## src/pkg/adcc_consts.svh

```systemverilog
`ifndef ADCC_CONSTS_SVH
`define ADCC_CONSTS_SVH

// register indices; byte address is four times the index
`define ADCC_IDX_CTRL0     8'he0
`define ADCC_IDX_CTRL1     8'he1
`define ADCC_IDX_CTRL2     8'he2
`define ADCC_IDX_DLY       8'he3
`define ADCC_IDX_RES_LO    8'he4
`define ADCC_IDX_RES_HI    8'he5
`define ADCC_IDX_THR_LO    8'he6
`define ADCC_IDX_THR_HI    8'he7

// control 0 fields
`define ADCC_C0_DONE       7
`define ADCC_C0_START      6
`define ADCC_C0_RUN        5
// control 1 fields
`define ADCC_C1_DIV_HI     5
`define ADCC_C1_DIV_LO     4
`define ADCC_C1_EXTEN      1
// compare/acquisition control fields
`define ADCC_C2_BRAKE_EN   7
`define ADCC_C2_POL        6
`define ADCC_C2_GATE       5
`define ADCC_C2_CMPO       4
`define ADCC_C2_AQT_HI     3
`define ADCC_C2_AQT_LO     1
`define ADCC_C2_DLY8       0

`define ADCC_C0_RESET      8'h00
`define ADCC_C1_RESET      8'h00
`define ADCC_C2_RESET      8'h00
`define ADCC_DLY_RESET     8'h00
`define ADCC_THR_RESET     12'h000

// acquisition = step * field + base, in converter clocks
`define ADCC_ACQ_BASE      6'h06
`define ADCC_ACQ_SHIFT     2

`define ADCC_RESP_OKAY     2'h0
`define ADCC_RESP_SLVERR   2'h2

`endif

```

## src/pkg/adcc_pkg.sv

```systemverilog
`default_nettype none
`include "adcc_consts.svh"

package adcc_pkg;

   typedef enum logic [2:0] {
      SEQ_IDLE = 3'h1,
      SEQ_ACQ  = 3'h2,
      SEQ_CONV = 3'h4
   } adcc_state_type;

   typedef struct packed {
      logic       en;
      logic [7:0] idx;
      logic [7:0] data;
   } adcc_regwr_type;

   typedef struct packed {
      logic        start;
      logic        done;
      logic [11:0] result;
   } adcc_core_type;

   function automatic logic adcc_mapped(input logic [7:0] idx);
      adcc_mapped = (idx >= `ADCC_IDX_CTRL0) && (idx <= `ADCC_IDX_THR_HI);
   endfunction : adcc_mapped

   // aligned, inside the window, and a known register
   function automatic logic adcc_hit(input logic [11:0] addr);
      adcc_hit = (addr[1:0] == 2'h0) && (addr[11:10] == 2'h0) && adcc_mapped(addr[9:2]);
   endfunction : adcc_hit

endpackage : adcc_pkg

`default_nettype wire

```

## src/design/adcc_axil_slave.sv

```systemverilog
`timescale 1ns/100ps
`default_nettype none

module adcc_axil_slave (
   input  wire logic                    clock,    // system clock
   input  wire logic                    resetn,   // async reset, low
   input  wire logic [11:0]             awaddr,   // write address
   input  wire logic                    awvalid,  // write address valid
   output logic                         awready,  // write address ready
   input  wire logic [31:0]             wdata,    // write data
   input  wire logic [3:0]              wstrb,    // byte enables
   input  wire logic                    wvalid,   // write data valid
   output logic                         wready,   // write data ready
   output logic [1:0]                   bresp,    // write response
   output logic                         bvalid,   // write response valid
   input  wire logic                    bready,   // write response ready
   input  wire logic [11:0]             araddr,   // read address
   input  wire logic                    arvalid,  // read address valid
   output logic                         arready,  // read address ready
   output logic [31:0]                  rdata,    // read data
   output logic [1:0]                   rresp,    // read response
   output logic                         rvalid,   // read data valid
   input  wire logic                    rready,   // read data ready
   output adcc_pkg::adcc_regwr_type     regWr,    // register write strobe
   output logic [7:0]                   rdIdx,    // register read index
   input  wire logic [7:0]              rdData    // register read value
);
   import adcc_pkg::*;

   logic        awHeld_q;
   logic [11:0] awAddr_q;
   logic        wHeld_q;
   logic [7:0]  wData_q;
   logic        wLane_q;
   logic        bvalid_q;
   logic [1:0]  bresp_q;
   logic        rvalid_q;
   logic [31:0] rdata_q;
   logic [1:0]  rresp_q;
   logic        wrGo;

   assign awready = ~awHeld_q;
   assign wready  = ~wHeld_q;
   assign arready = ~rvalid_q;
   assign bvalid  = bvalid_q;
   assign bresp   = bresp_q;
   assign rvalid  = rvalid_q;
   assign rdata   = rdata_q;
   assign rresp   = rresp_q;
   assign rdIdx   = araddr[9:2];

   assign wrGo       = awHeld_q & wHeld_q & ~bvalid_q;
   // only the low lane carries register bits
   assign regWr.en   = wrGo & wLane_q & adcc_hit(awAddr_q);
   assign regWr.idx  = awAddr_q[9:2];
   assign regWr.data = wData_q;

   always_ff @(posedge clock or negedge resetn) begin
      if (!resetn) begin
         awHeld_q <= 1'b0;
         awAddr_q <= 12'h000;
      end else if (wrGo) begin
         awHeld_q <= 1'b0;
      end else if (awvalid && !awHeld_q) begin
         awHeld_q <= 1'b1;
         awAddr_q <= awaddr;
      end
   end

   always_ff @(posedge clock or negedge resetn) begin
      if (!resetn) begin
         wHeld_q <= 1'b0;
         wData_q <= 8'h00;
         wLane_q <= 1'b0;
      end else if (wrGo) begin
         wHeld_q <= 1'b0;
      end else if (wvalid && !wHeld_q) begin
         wHeld_q <= 1'b1;
         wData_q <= wdata[7:0];
         wLane_q <= wstrb[0];
      end
   end

   always_ff @(posedge clock or negedge resetn) begin
      if (!resetn) begin
         bvalid_q <= 1'b0;
         bresp_q  <= `ADCC_RESP_OKAY;
      end else if (wrGo) begin
         bvalid_q <= 1'b1;
         bresp_q  <= adcc_hit(awAddr_q) ? `ADCC_RESP_OKAY : `ADCC_RESP_SLVERR;
      end else if (bready) begin
         bvalid_q <= 1'b0;
      end
   end

   always_ff @(posedge clock or negedge resetn) begin
      if (!resetn) begin
         rvalid_q <= 1'b0;
         rdata_q  <= 32'h0000_0000;
         rresp_q  <= `ADCC_RESP_OKAY;
      end else if (arvalid && !rvalid_q) begin
         rvalid_q <= 1'b1;
         rdata_q  <= adcc_hit(araddr) ? {24'h00_0000, rdData} : 32'h0000_0000;
         rresp_q  <= adcc_hit(araddr) ? `ADCC_RESP_OKAY : `ADCC_RESP_SLVERR;
      end else if (rready) begin
         rvalid_q <= 1'b0;
      end
   end

endmodule : adcc_axil_slave

`default_nettype wire

```

## src/design/adcc_trig_delay.sv

```systemverilog
`timescale 1ns/100ps
`default_nettype none

module adcc_trig_delay #(
   parameter int DLY_W = 9                      // delay counter width
) (
   input  wire logic             clock,         // system clock
   input  wire logic             resetn,        // async reset, low
   input  wire logic             arm,           // accepted trigger, pulse
   input  wire logic             adcTick,       // converter clock enable
   input  wire logic [DLY_W-1:0] delayCount,    // programmed delay
   output logic                  pending,       // delay running
   output logic                  fire           // start conversion, pulse
);
   logic [DLY_W-1:0] cnt_q;
   logic             pending_q;

   assign pending = pending_q;
   // zero count fires at the first converter clock after the trigger
   assign fire    = pending_q & adcTick & (cnt_q == '0);

   always_ff @(posedge clock or negedge resetn) begin
      if (!resetn) begin
         pending_q <= 1'b0;
         cnt_q     <= '0;
      end else if (!pending_q) begin
         if (arm) begin
            pending_q <= 1'b1;
            cnt_q     <= delayCount;
         end
      end else if (adcTick) begin
         if (cnt_q == '0) begin
            pending_q <= 1'b0;
         end else begin
            cnt_q <= cnt_q - 1'b1;
         end
      end
   end

endmodule : adcc_trig_delay

`default_nettype wire

```

## src/design/adcc_top.sv

```systemverilog
// Summary of operation
// - brake enable plus compare result raises brake
// - brake clears run bit; software resumes it
// - polarity 0: result at least threshold
// - polarity 1: result strictly below threshold
// - gating sets done only on matching result
// - gated done flag requests converter interrupt
// - gating repeats conversions until done flag
// - acquisition lasts four times field plus six
// - nine-bit delay split across two registers
// - delay equals count converter clock periods
// - delay only for external triggers, when enabled
// - control bit zero holds delay bit eight
// - done flag blocks starts; software clears
// - start bit starts, reads busy, self-clears
// - external triggers ignored while busy
// - converter clock is system clock divided
//
// Added by the designer: the AXI4-Lite register port.
`timescale 1ns/100ps
`default_nettype none

module adcc_top (
   input  wire logic        clock,       // system clock, 125 MHz
   input  wire logic        resetn,      // async reset, low
   input  wire logic [11:0] awaddr,      // axi write address
   input  wire logic        awvalid,     // axi write address valid
   output logic             awready,     // axi write address ready
   input  wire logic [31:0] wdata,       // axi write data
   input  wire logic [3:0]  wstrb,       // axi byte enables
   input  wire logic        wvalid,      // axi write data valid
   output logic             wready,      // axi write data ready
   output logic [1:0]       bresp,       // axi write response
   output logic             bvalid,      // axi write response valid
   input  wire logic        bready,      // axi write response ready
   input  wire logic [11:0] araddr,      // axi read address
   input  wire logic        arvalid,     // axi read address valid
   output logic             arready,     // axi read address ready
   output logic [31:0]      rdata,       // axi read data
   output logic [1:0]       rresp,       // axi read response
   output logic             rvalid,      // axi read data valid
   input  wire logic        rready,      // axi read data ready
   input  wire logic        extTrigger,  // selected external trigger, async
   input  wire logic        coreDone,    // converter core finished, pulse
   input  wire logic [11:0] coreResult,  // converter core result
   output logic             coreStart,   // converter core start, pulse
   output logic             sampleEn,    // acquisition window
   output logic             pwmBrake,    // fault brake request to pwm
   output logic             pwm_run_bit,      // pwm run bit
   output logic             adcIrq       // converter interrupt request
);
   import adcc_pkg::*;

   adcc_regwr_type regWr;
   adcc_state_type state_q;
   logic [7:0]     rdIdx;
   logic [7:0]     rdData;
   logic           doneFlag_q;
   logic           run_q;
   logic [1:0]     div_q;
   logic           extEn_q;
   logic [7:0]     ctrl2_q;
   logic [7:0]     dlyLo_q;
   logic [11:0]    thr_q;
   logic [11:0]    result_q;
   logic           cmpo_q;
   logic [2:0]     divCnt_q;
   logic           adcTick;
   logic           extSync1_q;
   logic           extSync2_q;
   logic           extPrev_q;
   logic           trigEdge;
   logic           trigPending;
   logic           delayFire;
   logic           swStart;
   logic           startReq;
   logic           busy;
   logic           complete;
   logic           match;
   logic [5:0]     acqLoad;
   logic [5:0]     acqCnt_q;
   logic           wrCtrl0;

   function automatic logic cmpHit(input logic [11:0] res, input logic [11:0] thr,
                                   input logic pol);
      cmpHit = pol ? (res < thr) : (res >= thr);
   endfunction : cmpHit

   function automatic logic [2:0] divMask(input logic [1:0] div);
      case (div)
         2'h0:    divMask = 3'h0;
         2'h1:    divMask = 3'h1;
         2'h2:    divMask = 3'h3;
         default: divMask = 3'h7;
      endcase
   endfunction : divMask

   adcc_axil_slave u_bus (
      .clock   (clock),
      .resetn  (resetn),
      .awaddr  (awaddr),
      .awvalid (awvalid),
      .awready (awready),
      .wdata   (wdata),
      .wstrb   (wstrb),
      .wvalid  (wvalid),
      .wready  (wready),
      .bresp   (bresp),
      .bvalid  (bvalid),
      .bready  (bready),
      .araddr  (araddr),
      .arvalid (arvalid),
      .arready (arready),
      .rdata   (rdata),
      .rresp   (rresp),
      .rvalid  (rvalid),
      .rready  (rready),
      .regWr   (regWr),
      .rdIdx   (rdIdx),
      .rdData  (rdData)
   );

   // converter clock as an enable; keeps one clock domain
   assign adcTick = ((divCnt_q & divMask(div_q)) == divMask(div_q));

   always_ff @(posedge clock or negedge resetn) begin
      if (!resetn) begin
         divCnt_q <= 3'h0;
      end else begin
         divCnt_q <= divCnt_q + 3'h1;
      end
   end

   always_ff @(posedge clock or negedge resetn) begin
      if (!resetn) begin
         extSync1_q <= 1'b0;
         extSync2_q <= 1'b0;
         extPrev_q  <= 1'b0;
      end else begin
         extSync1_q <= extTrigger;
         extSync2_q <= extSync1_q;
         extPrev_q  <= extSync2_q;
      end
   end

   assign trigEdge = extSync2_q & ~extPrev_q;
   assign busy     = (state_q != SEQ_IDLE);
   assign wrCtrl0  = regWr.en && (regWr.idx == `ADCC_IDX_CTRL0);
   assign swStart  = wrCtrl0 && regWr.data[`ADCC_C0_START];
   // a trigger is dropped, not queued, while a conversion runs
   assign startReq = (swStart | delayFire) & ~doneFlag_q & ~busy;
   assign acqLoad  = `ADCC_ACQ_BASE
                   + {1'b0, ctrl2_q[`ADCC_C2_AQT_HI:`ADCC_C2_AQT_LO], 2'h0};
   assign complete = (state_q == SEQ_CONV) & coreDone;
   assign match    = cmpHit(coreResult, thr_q, ctrl2_q[`ADCC_C2_POL]);

   adcc_trig_delay #(
      .DLY_W (9)
   ) u_delay (
      .clock      (clock),
      .resetn     (resetn),
      .arm        (trigEdge & extEn_q & ~busy),
      .adcTick    (adcTick),
      .delayCount ({ctrl2_q[`ADCC_C2_DLY8], dlyLo_q}),
      .pending    (trigPending),
      .fire       (delayFire)
   );

   always_ff @(posedge clock or negedge resetn) begin
      if (!resetn) begin
         state_q  <= SEQ_IDLE;
         acqCnt_q <= 6'h00;
      end else begin
         case (state_q)
            SEQ_IDLE: begin
               if (startReq) begin
                  state_q  <= SEQ_ACQ;
                  acqCnt_q <= acqLoad;
               end
            end
            SEQ_ACQ: begin
               if (adcTick) begin
                  if (acqCnt_q == 6'h01) begin
                     state_q <= SEQ_CONV;
                  end else begin
                     acqCnt_q <= acqCnt_q - 6'h01;
                  end
               end
            end
            SEQ_CONV: begin
               if (coreDone) begin
                  if (ctrl2_q[`ADCC_C2_GATE] && !match) begin
                     state_q  <= SEQ_ACQ;
                     acqCnt_q <= acqLoad;
                  end else begin
                     state_q <= SEQ_IDLE;
                  end
               end
            end
            default: state_q <= SEQ_IDLE;
         endcase
      end
   end

   assign sampleEn  = (state_q == SEQ_ACQ);
   assign coreStart = (state_q == SEQ_ACQ) & adcTick & (acqCnt_q == 6'h01);

   always_ff @(posedge clock or negedge resetn) begin
      if (!resetn) begin
         result_q <= 12'h000;
         cmpo_q   <= 1'b0;
      end else if (complete) begin
         result_q <= coreResult;
         cmpo_q   <= match;
      end
   end

   // a completion in the clearing cycle still leaves the flag set
   always_ff @(posedge clock or negedge resetn) begin
      if (!resetn) begin
         doneFlag_q <= 1'b0;
      end else if (complete && (!ctrl2_q[`ADCC_C2_GATE] || match)) begin
         doneFlag_q <= 1'b1;
      end else if (wrCtrl0 && !regWr.data[`ADCC_C0_DONE]) begin
         doneFlag_q <= 1'b0;
      end
   end

   assign adcIrq = doneFlag_q;

   always_ff @(posedge clock or negedge resetn) begin
      if (!resetn) begin
         run_q <= 1'b0;
      end else if (complete && match && ctrl2_q[`ADCC_C2_BRAKE_EN]) begin
         run_q <= 1'b0;
      end else if (wrCtrl0) begin
         run_q <= regWr.data[`ADCC_C0_RUN];
      end
   end

   assign pwm_run_bit   = run_q;
   assign pwmBrake = ctrl2_q[`ADCC_C2_BRAKE_EN] & cmpo_q;

   always_ff @(posedge clock or negedge resetn) begin
      if (!resetn) begin
         div_q   <= 2'(`ADCC_C1_RESET >> `ADCC_C1_DIV_LO);
         extEn_q <= 1'b0;
         ctrl2_q <= `ADCC_C2_RESET;
         dlyLo_q <= `ADCC_DLY_RESET;
         thr_q   <= `ADCC_THR_RESET;
      end else if (regWr.en) begin
         case (regWr.idx)
            `ADCC_IDX_CTRL1: begin
               div_q   <= regWr.data[`ADCC_C1_DIV_HI:`ADCC_C1_DIV_LO];
               extEn_q <= regWr.data[`ADCC_C1_EXTEN];
            end
            // compare result bit is not writable
            `ADCC_IDX_CTRL2: ctrl2_q <= {regWr.data[7:5], 1'b0, regWr.data[3:0]};
            `ADCC_IDX_DLY:    dlyLo_q       <= regWr.data;
            `ADCC_IDX_THR_LO: thr_q[3:0]    <= regWr.data[3:0];
            `ADCC_IDX_THR_HI: thr_q[11:4]   <= regWr.data;
            default: ;
         endcase
      end
   end

   always_comb begin
      case (rdIdx)
         `ADCC_IDX_CTRL0:  rdData = {doneFlag_q, busy, run_q, 5'h00};
         `ADCC_IDX_CTRL1:  rdData = {2'h0, div_q, 2'h0, extEn_q, 1'b0};
         `ADCC_IDX_CTRL2:  rdData = {ctrl2_q[7:5], cmpo_q, ctrl2_q[3:0]};
         `ADCC_IDX_DLY:    rdData = dlyLo_q;
         `ADCC_IDX_RES_LO: rdData = {4'h0, result_q[3:0]};
         `ADCC_IDX_RES_HI: rdData = result_q[11:4];
         `ADCC_IDX_THR_LO: rdData = {4'h0, thr_q[3:0]};
         `ADCC_IDX_THR_HI: rdData = thr_q[11:4];
         default:          rdData = 8'h00;
      endcase
   end

   // checking helpers
   logic [5:0] acqSeen_q;
   logic [5:0] acqLen_q;
   logic [9:0] dlySeen_q;
   logic [9:0] dlyLen_q;

   always_ff @(posedge clock or negedge resetn) begin
      if (!resetn) begin
         acqSeen_q <= 6'h00;
         acqLen_q  <= 6'h00;
      end else if ((state_q != SEQ_ACQ) || coreStart) begin
         acqSeen_q <= 6'h00;
         acqLen_q  <= acqLoad;
      end else if (adcTick) begin
         acqSeen_q <= acqSeen_q + 6'h01;
      end
   end

   always_ff @(posedge clock or negedge resetn) begin
      if (!resetn) begin
         dlySeen_q <= 10'h000;
         dlyLen_q  <= 10'h000;
      end else if (!trigPending) begin
         dlySeen_q <= 10'h000;
         dlyLen_q  <= {1'b0, ctrl2_q[`ADCC_C2_DLY8], dlyLo_q} + 10'h001;
      end else if (adcTick) begin
         dlySeen_q <= dlySeen_q + 10'h001;
      end
   end
endmodule : adcc_top

`default_nettype wire

```

## config.mk

```make
export PLATFORM = sky130hd
export DESIGN_NAME = adcc_top
export DESIGN_NICKNAME = d
export VERILOG_FILES = /design/src/pkg/adcc_pkg.sv /design/src/design/adcc_axil_slave.sv /design/src/design/adcc_trig_delay.sv /design/src/design/adcc_top.sv
export VERILOG_INCLUDE_DIRS = /design/src /design/src/pkg
export SDC_FILE = /design/constraint.sdc
export NUM_CORES = 1
export LEC_CHECK = 0
export BUFFER_PORTS_ARGS = -buffer_cell sky130_fd_sc_hd__buf_2
export CAP_MARGIN = 20
export CORE_MARGIN = 5
export CORE_UTILIZATION = 53
export CTS_BUF_LIST = sky130_fd_sc_hd__clkbuf_16
export DETAILED_ROUTE_END_ITERATION = 6
export HOLD_SLACK_MARGIN = 0.06
export PLACE_DENSITY = 0.85
export SYNTH_ARGS = -nofsm -noshare
export SYNTH_HDL_FRONTEND = slang
export SYNTH_SLANG_ARGS = --single-unit
```

## constraint.sdc

```tcl
create_clock -name clock -period 3.25 [get_ports clock]
set_input_delay 0.975 -clock clock [delete_from_list [all_inputs] [get_ports clock]]
set_output_delay 0.975 -clock clock [all_outputs]
set_load 0.02 [all_outputs]
```

Word level (Yosys, flattened, before mapping)

Cells that the tools add are included.

Bits in registers: 131
Bits in latches: 0
RAM bits: 0
Memory bits (read-only): 0
Input port bits: 81
Output and inout port bits: 46
Memories: 0

Add/subtract/negate cells: 4
Multiply operators: 0
Div/mod/pow operators: 0
Order comparisons: 6
Equality and inequality tests: 30
Shift operators: 0
Multiplexer cells: 38
Bitwise operators: 25
Reductions and logical operators: 47

Operators with widths:

| operator                                                               | number |
|---|---|
| 8-bit equality test (second input constant)                            | 14 |
| 8-bit one-hot mux with 8 select lines                                  | 1 |
| 9-bit 2-to-1 mux                                                       | 4 |
| 6-bit 2-to-1 mux                                                       | 5 |
| 3-bit one-hot mux with 3 select lines                                  | 2 |
| 6-bit one-hot mux with 3 select lines                                  | 1 |
| 1-bit 2-to-1 mux                                                       | 17 |
| 8-bit greater-or-equal comparator (second input constant)              | 2 |
| 8-bit <= comparator (second input constant)                            | 2 |
| 1-bit logical AND                                                      | 16 |
| 1-bit bitwise AND                                                      | 15 |
| 2-bit AND reduction                                                    | 7 |
| 2-bit nonzero test                                                     | 7 |
| 12-bit greater-or-equal comparator                                     | 1 |
| 12-bit less-than comparator                                            | 1 |
| 3-bit 2-to-1 mux                                                       | 4 |
| 2-bit logical NOT                                                      | 5 |
| 2-bit != test (second input constant)                                  | 5 |
| 9-bit logical NOT                                                      | 1 |
| 9-bit by 1-bit subtractor with 9-bit output (second input constant)    | 1 |
| 8-bit 2-to-1 mux                                                       | 1 |
| 1-bit inverter                                                         | 8 |
| 3-bit by 5-bit adder with 6-bit output (first input constant)          | 1 |
| 6-bit by 1-bit equality test with 1-bit output (second input constant) | 1 |
| other kinds (19)                                                       | 28 |

Longest topological paths before layout

Gate-level depths: netlist of run 1.

Word-level depth: 11
Mapped depth: 9
Mapped depth without buffers: 9

Hierarchy

From an unflattened synthesis of run 1, not the netlist that was laid out.

Cell total of the unflattened synthesis: 549
Area total of the unflattened synthesis: 5,739.3 µm²

By module, submodules not included:

| module          | instances | cells an instance | area an instance (µm²) |
|---|---|---|---|
| adcc_top        | 1         | 338               | 3,390.8 |
| adcc_axil_slave | 1         | 136               | 1,682.9 |
| adcc_trig_delay | 1         | 75                | 665.6 |

Worst setup path after synthesis of run 1

OpenSTA, ideal clock, no wires.

Path type: in2reg
Start point: in coreResult[5]
End point: reg acqCnt_q[4]
Library setup time: 0.123 ns
Arrival time: 3.062 ns
Required time: 3.127 ns
Slack: 0.065 ns
Stages: 8
Path through: ha_1 > a21o_1 > a221o_1 > a221oi_1 > mux2_2 > a41oi_1 > a21oi_1 > o221a_2

Cells in the longest elaborated chain, start to end: 6

Ends and longest elaborated chain:

| what                                                                                     | RTL line        | text |
|---|---|---|
| start, declared                                                                          | adcc_top.sv:45  | `input wire logic [11:0] coreResult,` |
| 12-bit greater-or-equal comparator / 12-bit less-than comparator (equally long branches) | adcc_top.sv:86  | `cmpHit = pol ? (res < thr) : (res >= thr);` |
| 1-bit 2-to-1 mux (*)                                                                     | adcc_top.sv:86  |  |
| 1-bit logical NOT (*)                                                                    | adcc_top.sv:192 | `` if (ctrl2_q[`ADCC_C2_GATE] && !match) begin `` |
| 1-bit logical AND (*)                                                                    | adcc_top.sv:192 |  |
| 2-bit by 1-bit != test with 1-bit output (no source line) (*)                            | --              |  |
| 6-bit AND reduction (no source line) (*)                                                 | --              |  |
| end signal, assigned                                                                     | adcc_top.sv:178 | `acqCnt_q <= acqLoad;` |
| end signal, assigned                                                                     | adcc_top.sv:186 | `acqCnt_q <= acqCnt_q - 6'h01;` |
| end signal, assigned                                                                     | adcc_top.sv:194 | `acqCnt_q <= acqLoad;` |
| end, declared                                                                            | adcc_top.sv:81  | `logic [5:0] acqCnt_q;` |

Mark *: on every way between the ends. The rest lies on a longest branch, timed or not.
A chain may end at the register's enable or synchronous reset.

Final worst setup path of run 1

Start point: reg u_delay.cnt_q[0]
End point: reg acqCnt_q[3]

Cells in the longest elaborated chain, start to end: 7

Ends and longest elaborated chain:

| what                                 | RTL line              | text |
|---|---|---|
| start, declared                      | adcc_trig_delay.sv:15 | `logic [DLY_W-1:0] cnt_q;` |
| start signal, assigned               | adcc_trig_delay.sv:29 | `cnt_q <= delayCount;` |
| start signal, assigned               | adcc_trig_delay.sv:35 | `cnt_q <= cnt_q - 1'b1;` |
| 9-bit logical NOT                    | adcc_trig_delay.sv:20 | `assign fire = pending_q & adcTick & (cnt_q == '0);` |
| 1-bit bitwise AND                    | adcc_trig_delay.sv:20 |  |
| 1-bit OR                             | adcc_top.sv:151       | `assign startReq = (swStart \| delayFire) & ~doneFlag_q & ~busy;` |
| 1-bit bitwise AND (2 in a row)       | adcc_top.sv:151       |  |
| 2-bit != test (no source line)       | --                    |  |
| 6-bit AND reduction (no source line) | --                    |  |

No other way between the ends.

==> results summary, run 1 <==
The minimum setup slack among reg-to-reg paths came out at 0.18 ns. The number of placement rows is 37. Together, buffers and inverters on the worst path number 1. The synthesis-stage register bit count came out at approximately 110. Among all stages on the critical path, the largest delay is contributed by sky130_fd_sc_hd__or4b_4. The clock-pin slew reported for the worst setup and hold paths after clock tree synthesis is approximately 0.06 ns. The library cell used most frequently in the layout, excluding fill and tap cells, is sky130_fd_sc_hd__dfrtp_1. After global routing the overflow that remains totals 0.

The largest stage delay on the critical path came out at between 0.4 and 0.5 ns. Counting every sink on the clock net gives approximately 110. The leakage power came out at about 0.003 µW.

The data arrival time of the worst path came out at roughly 3.3 ns. The DRC violation count after routing came out at 0. The final max-slew violation count is 0.

The routed layout has 4158 vias. The maximum resistive drop on vdd is between 0.4 and 0.5 mV. The average routed wire per standard cell is ~18 µm. The critical path class is reg2reg. The violation count after the first detailed-route iteration is between 150 and 200. The number of antenna violations at the first check in global routing is 0. The count of warnings emitted by yosys came out at 0. The total count of hold-check failures in the final report is 0.

Of the cells placed in the final design, the portion with a size suffix greater than 1 is a little under a third. The cell seen most often among critical-path stages is sky130_fd_sc_hd__or4_1. The smallest setup slack after layout is between 0.15 and 0.2 ns. The synthesized netlist contains 63 unique library cells. The pin slew with the least headroom to its limit is 0.768 ns.

The layout overhead on the synthesized area is 13.8%. Setup violations remaining at the end of the flow were counted as 0. The overall die width came out at ~110 µm. The count of mapped cells out of synthesis is between 400 and 500. The net count of the finished layout is 670. The count of non-filler cells in the finished layout came out at a little over 700. From bottom edge to top edge, the die measures around 110 µm.

Detailed placement finished with a half-perimeter wire length of approximately 9.4 mm. The mean instance size in the synthesized netlist is between 10 and 15 µm². The largest fanout on the critical path is 9. The count of antenna diodes in the layout is 0. Setup repair after global routing left no endpoint under its margin. TritonCTS built the clock tree. The number of port buffers is 73. between 100 and 150 I/O pins were placed. The number of levels in the clock H-tree came out at 3. The starting utilization of the core area is a little over half.

The min-delay analysis places its worst path in the category reg2reg. For the worst setup path, the data required time is ~3.5 ns. The area of the die came out at between 10000 and 15000 µm².

The async set-reset flop share out of synthesis came out at 100%. The post-route setup TNS is 0 ns. The root buffer cell is sky130_fd_sc_hd__clkbuf_16. Sequential cells were found to cover between 40% and 50% of the synthesized design area. STA classifies the critical path endpoint as a flip-flop.

Headroom to the max-slew limit came out at approximately half. Clock latency on the worst-skew pair, taken at its later pin, is about 0.34 ns. The worst hold slack came out at 0.362 ns. The number of placed instances, taps included came out at approximately 700. The prevailing post-synth register cell is sky130_fd_sc_hd__dfrtp_1. The worst-case clock buffer depth is 2. In this run the post-CTS setup repair buffer count came out at 0. For this design the ratio of total power to cell area is between 500 and 600 nW/µm².

The peak clock frequency supported by timing is approximately 330 MHz. The ratio of final minimum period to clock period came out at 94.4%. The number of enable-type register cells in the synthesized netlist came out at 0. The tool flagged a number of max-cap violations equal to 0. STA classifies the critical path startpoint as a flip-flop. The count of nets left with antenna violations once routing finished came out at 0. The final weighted congestion in routability-driven placement came out at between 0.8 and 0.9. The first-pass GRT wire length came out at ~21 mm. The total CTS buffers came out at 9. The global routing usage summed across all routing layers is just over 20%.

The core area came out at 10200 µm². The number of optimization iterations in the first detailed-route pass came out at 5. The cell area after synthesis came out at approximately 5500 µm². The number of vias per cell after detailed routing came out at ~6. The via count of the first global-routing pass came out at ~4200.

In the layout the commonest cells are sky130_fd_sc_hd__dfrtp_1, sky130_fd_sc_hd__buf_2, sky130_fd_sc_hd__mux2_2. The multi-input gate area in the final layout came out at 2570 µm². The cell family contributing the most delay on the critical path is simple AND/OR/NAND/NOR gates. The count of filler cells inserted in the layout is approximately 810. The maximum number of pins on one net before global-route repair is just under 50.

For the final database, setup skew stands at roughly 0.006 ns. Walking the worst path, the cells encountered are inv_1 > ha_1 > or4b_4 > or4_1 > o31a_1 > a2bb2oi_4 > nand2_4 > or4_1 > o211a_1. The sequential cell area is about 2600 µm². The final critical path time including I/O delays and setup is a little over 3 ns. The flow ran to the end, and the final reports show no timing, DRC or antenna violations. The overall routed net length is 12.8 mm. The post-route total power came out at 3210 µW. The worst setup slack after placement is -0.223 ns.
-- Yosys cell counts, types with 2 or more instances --
library cell               number  area, µm²
sky130_fd_sc_hd__nand3_1       15       75.1
sky130_fd_sc_hd__buf_4         26        195
sky130_fd_sc_hd__or4_1          5       37.5
sky130_fd_sc_hd__nor3b_1        6       45.0
sky130_fd_sc_hd__nor2_1        19       71.3
sky130_fd_sc_hd__nor3_1         8       40.0
sky130_fd_sc_hd__o21ai_0       30        150
sky130_fd_sc_hd__clkbuf_1      16       60.1
sky130_fd_sc_hd__and3_1         5       31.3
sky130_fd_sc_hd__o22ai_1        8       50.1
sky130_fd_sc_hd__dfrtp_1      104       2600
sky130_fd_sc_hd__o221a_2        3       33.8
sky130_fd_sc_hd__a22o_1         8       70.1
sky130_fd_sc_hd__or3_1          2       12.5
sky130_fd_sc_hd__o21a_1         2       15.0
sky130_fd_sc_hd__a22oi_1        5       37.5
sky130_fd_sc_hd__a211o_1        3       26.3
sky130_fd_sc_hd__a31oi_1        4       25.0
sky130_fd_sc_hd__nor2b_1        3       18.8
sky130_fd_sc_hd__nor4_1         2       12.5
sky130_fd_sc_hd__a21oi_1       20        100
sky130_fd_sc_hd__ha_1          17        213
sky130_fd_sc_hd__nand2_1       27        101
sky130_fd_sc_hd__mux2_2        64        721
sky130_fd_sc_hd__nand2b_1       7       43.8
sky130_fd_sc_hd__nand4_1        4       25.0
sky130_fd_sc_hd__or2_2          2       12.5
sky130_fd_sc_hd__inv_1         29        109
sky130_fd_sc_hd__mux4_2         4       90.1
sky130_fd_sc_hd__a21o_1         2       15.0
sky130_fd_sc_hd__mux2i_1        9       90.1
sky130_fd_sc_hd__and2_1         4       25.0
sky130_fd_sc_hd__nand3b_1       2       15.0
-- final cells by class --
cell class / instances / area share, %
timing repair buffer: 84 / 7.44
clock inverter: 7 / 0.885
clock buffer: 9 / 3.62
inverter: 30 / 1.81
multi-input combinational: 342 / 41.3
sequential: 105 / 42.2
tap: 136 / 2.73
-- worst paths after layout --
kind,start,endpoint,cells after the start
max,u_delay.cnt_q[0]$_DFFE_PN0P_,acqCnt_q[3]$_DFFE_PN0P_,9
min,extSync1_q$_DFF_PN0_,extSync2_q$_DFF_PN0_,0
max reg2reg,u_delay.cnt_q[0]$_DFFE_PN0P_,acqCnt_q[3]$_DFFE_PN0P_,9
min reg2reg,extSync1_q$_DFF_PN0_,extSync2_q$_DFF_PN0_,0
max in group asynchronous,resetn,dlyLo_q[2]$_DFFE_PN0P_,3
min in group asynchronous,resetn,result_q[0]$_DFFE_PN0P_,1
-- kinds of logic (layout without fill, tap and decap cells) --
kind of cell | count (synthesis) | in the layout | synth area share (%)
AOI/OAI and AO/OA | 102 | 102 | 12.6
xor gates and xnor gates | 2 | 2 | 0.320
adders and majority gates | 17 | 17 | 3.89
buffers and inverters | 73 | 130 | 6.80
DFF | 105 | 105 | 48.1
muxes | 77 | 77 | 16.5
other | 1 | 26 | 0.0686
and+or+nand+nor | 118 | 118 | 11.8
-- repair_timing --
| action | 4_1_cts | 5_1_grt |
|---|---|---|
| setup endpoints to repair | 0 | 2 |
| resized for setup | 0 | 1 |
| hold buffers | 0 | 0 |
-- stage by stage --
step | area (µm²) | util (%)
floorplan | 5560 | -
global placement | 5930 | 58.3
detailed placement | 5930 | 58.3
CTS | 6210 | 61.0
global route | 6220 | 61.1
finish | 6220 | 61.1
-- power by group --
group | internal (µW) | switching [µW]
registers | 1470 | 206
logic | 253 | 250
clock network | 583 | 445
-- state kept, by name, indices dropped and copies added, names as in the netlist, 2 cells and up --
name and flops:
u_delay.cnt_q 9, ctrl2_q 7, divCnt_q 3, result_q 12, acqCnt_q 6, u_bus.rdata 8
u_bus.awAddr_q 12, state_q 3, dlyLo_q 8, thr_q 12, u_bus.wData_q 8, div_q 2
-- per-layer routing --
layer / vias to the layer above / wire length [µm] / global-route usage [%]
met5: - / 0 / 0
met4: 0 / 236 / 5.68
met3: 20 / 985 / 5.43
met2: 189 / 6290 / 35.0
met1: 2035 / 5260 / 26.5
li1: 1914 / - / -
No activity file was read; power rests on OpenSTA's default activity.
==> run 2: changes to the inputs <==
BUFFER_PORTS_ARGS = unset   (was -buffer_cell sky130_fd_sc_hd__buf_2)
DONT_BUFFER_PORTS = 1   (was unset)
PLACE_DENSITY = 0.74   (was 0.85)
SETUP_SLACK_MARGIN = 0.02   (was unset)
==> run 2 against run 1 <==
  * Sequential share of layout area grew 2.6 points
  * Global-route usage shrank 0.61 points
  * Utilization shrank 3.6 points
  * Largest power group unchanged
  * Critical endpoint is now acqCnt_q[2]$_DFFE_PN0P_
==> results summary, run 2 (synthesis results as in run 1) <==
TritonCTS built the clock tree. The number of port buffers is 0. The post-route setup TNS is 0 ns.

The number of sinks handled by clock tree synthesis came out at 105. The internal power of the cells totals 2300 µW. After clock tree synthesis, the setup repair step added 0 buffers.

Dividing the final minimum period by the clock period gives between 90% and 100%. The share of total power in sequential cells came out at 52.5%. The combinational cell fraction of total power is between 10 and 15%. Routability-driven placement finished with a final weighted congestion of 0.855. Registers take 2630 µm².

The run finished with clean final reports. The peak clock frequency supported by timing came out at about 330 MHz. The number of optimization iterations in the first detailed-route pass is 4. The top-level I/O count is 127. The startpoint identified for the worst register-to-register timing path is u_delay.cnt_q[0]$_DFFE_PN0P_. The starting utilization of the core area is 53.7%. The count of antenna diodes in the layout is 0.

The tree is rooted in a sky130_fd_sc_hd__clkbuf_16. The post-route cell area is around 6000 µm². The area of the die is around 12000 µm². For this design the static power due to leakage is approximately 0.0027 µW. The clock latency on the worst-skew pair is around 0.35 ns. The number of antenna violations at the first check in global routing is 0. The total vias in the final route is 3778.

Setup repair after global routing left no endpoint under its margin. STA classifies the critical path startpoint as a primary input. The global routing usage summed across all routing layers came out at about a fifth. The placed standard-cell area is 5540 µm². The number of nets in the final layout came out at between 500 and 600. The number of vias per cell after detailed routing is between 5 and 6. The initialized floorplan defines 37 standard-cell rows. The maximum resistive drop on vdd is 0.396 mV. The violation count after the first detailed-route iteration came out at about 230. The final critical path time including I/O delays and setup came out at about 3 ns. The die is 112 µm wide.

The post-route total power is between 3000 and 4000 µW. The worst min-delay path class is in2async. In this run the standard cell core region covers 10200 µm². In the final layout, the multi-input gates occupy ~2600 µm².

The clock share of power is 35.2%. The top cell types in the final layout, fill and taps aside, are sky130_fd_sc_hd__dfrtp_1, sky130_fd_sc_hd__mux2_2, sky130_fd_sc_hd__o21ai_0. The library cell used most frequently in the layout, excluding fill and tap cells, is sky130_fd_sc_hd__dfrtp_1.

STA classifies the critical path endpoint as a flip-flop. The fraction of final layout cells with drive strength greater than 1 is a little over a fifth. The worst-case clock buffer depth came out at 2.

The data required time at the worst endpoint is between 3 and 4 ns. The critical path is of the in2reg type. The worst setup skew after layout came out at ~0.0093 ns. In the routed design, unresolved DRC markers number 0. In this run switching power makes up roughly 28% of total power. The total CTS buffers came out at 9.

The total count of hold-check failures in the final report came out at 0. For the worst setup path, the data arrival time is between 3 and 4 ns. The final max-slew violation count was 0. The endpoint identified for the worst register-to-register timing path is acqCnt_q[3]$_DFFE_PN0P_. The pin slew with the least headroom to its limit came out at just under 0.8 ns. The minimum setup slack among reg-to-reg paths came out at approximately 0.25 ns. The switching power is 912 µW. The worst hold slack came out at 0.318 ns. The number of levels in the clock H-tree is 3. In the final routed layout, each cell accounts on average for approximately 19 µm. The final count of negative-setup-slack endpoints is 0. Of all nets on the critical path, the largest fanout is 4. The cell depth of the worst flop-to-flop path came out at 9. The number of hold-repair buffers added at the cts stage is 0. The layout overhead on the synthesized area came out at 7.16%. The maximum number of pins on one net before global-route repair is about 110. The overall overflow remaining after global route is 0. The die is 112 µm tall. The power per cell area came out at around 550 nW/µm². The first-pass GRT wire length is a little over 20 mm.

The number of resized instances in the post-cts repair step is 0. The largest registers in the layout are result_q (12), thr_q (12), u_bus.awAddr_q (12). The sum of net half-perimeters after detailed placement is just under 9 mm. The max-slew headroom at the worst pin came out at between 40% and 50%. The overall routed net length is approximately 12 mm.

The tool flagged a number of max-cap violations equal to 0. The remaining antenna violation count is 0. For this run, the share of the core covered by cells in the final layout is a little under three fifths. The via count of the first global-routing pass was approximately 3900.

The clock-pin slew reported for the worst setup and hold paths after clock tree synthesis came out at 0.08 ns. The count of filler cells inserted in the layout is approximately 840.
[run 2: power groups by stage]
| stage | logic (µW) | registers, µW | clock network (µW) |
|---|---|---|---|
| 2_1_floorplan | 403 | 1600 | 0 |
| 3_3_place_gp | 375 | 1700 | 0 |
| 3_5_place_dp | 392 | 1710 | 0 |
| 4_1_cts | 395 | 1680 | 1150 |
| 5_1_grt | 440 | 1710 | 1210 |
| 6_report | 396 | 1690 | 1130 |
[run 2: stage by stage]
step / setup slack [ns] / std cells
2_1_floorplan: 0.0654 / 520
3_3_place_gp: -0.0801 / 622
3_5_place_dp: -0.114 / 622
4_1_cts: 0.162 / 638
5_1_grt: 0.101 / 638
6_report: 0.243 / 638
[run 2: layout make-up]
cell class                 count  area share (%)
clock inverter                 7            1.50
clock buffer                   9            3.84
sequential                   105            44.9
timing repair buffer           9            1.15
multi-input combinational    342            43.8
inverter                      30            1.92
tap                          136            2.90
[run 2: worst max-delay path by stage]
stage                         endpoint  slack [ns]                     startpoint  cells after the start
6_report       acqCnt_q[2]$_DFFE_PN0P_        0.24                  coreResult[5]                      8
5_1_grt        acqCnt_q[4]$_DFFE_PN0P_        0.10                  coreResult[5]                      8
3_5_place_dp   acqCnt_q[2]$_DFFE_PN0P_       -0.11                  coreResult[5]                      8
2_1_floorplan  acqCnt_q[4]$_DFFE_PN0P_        0.07                  coreResult[5]                      8
4_1_cts        acqCnt_q[3]$_DFFE_PN0P_        0.16  u_bus.awAddr_q[1]$_DFFE_PN0P_                      7
3_3_place_gp   acqCnt_q[4]$_DFFE_PN0P_       -0.08                  coreResult[5]                      8
[run 2: per-layer routing]
metal  global-route usage [%]  wire (µm)
met1                     26.7       5210
met2                     32.1       5650
met3                     6.52        953
met4                     5.19        219
met5                        0          0
[run 2: critical path, stage by stage]
cell and delay [ns]:
sky130_fd_sc_hd__ha_1 0.28, sky130_fd_sc_hd__a21o_1 0.19, sky130_fd_sc_hd__a221o_1 0.33, sky130_fd_sc_hd__a221oi_1 0.26, sky130_fd_sc_hd__mux2_2 0.41, sky130_fd_sc_hd__a41oi_1 0.36, sky130_fd_sc_hd__a21oi_1 0.16, sky130_fd_sc_hd__o221a_2 0.28
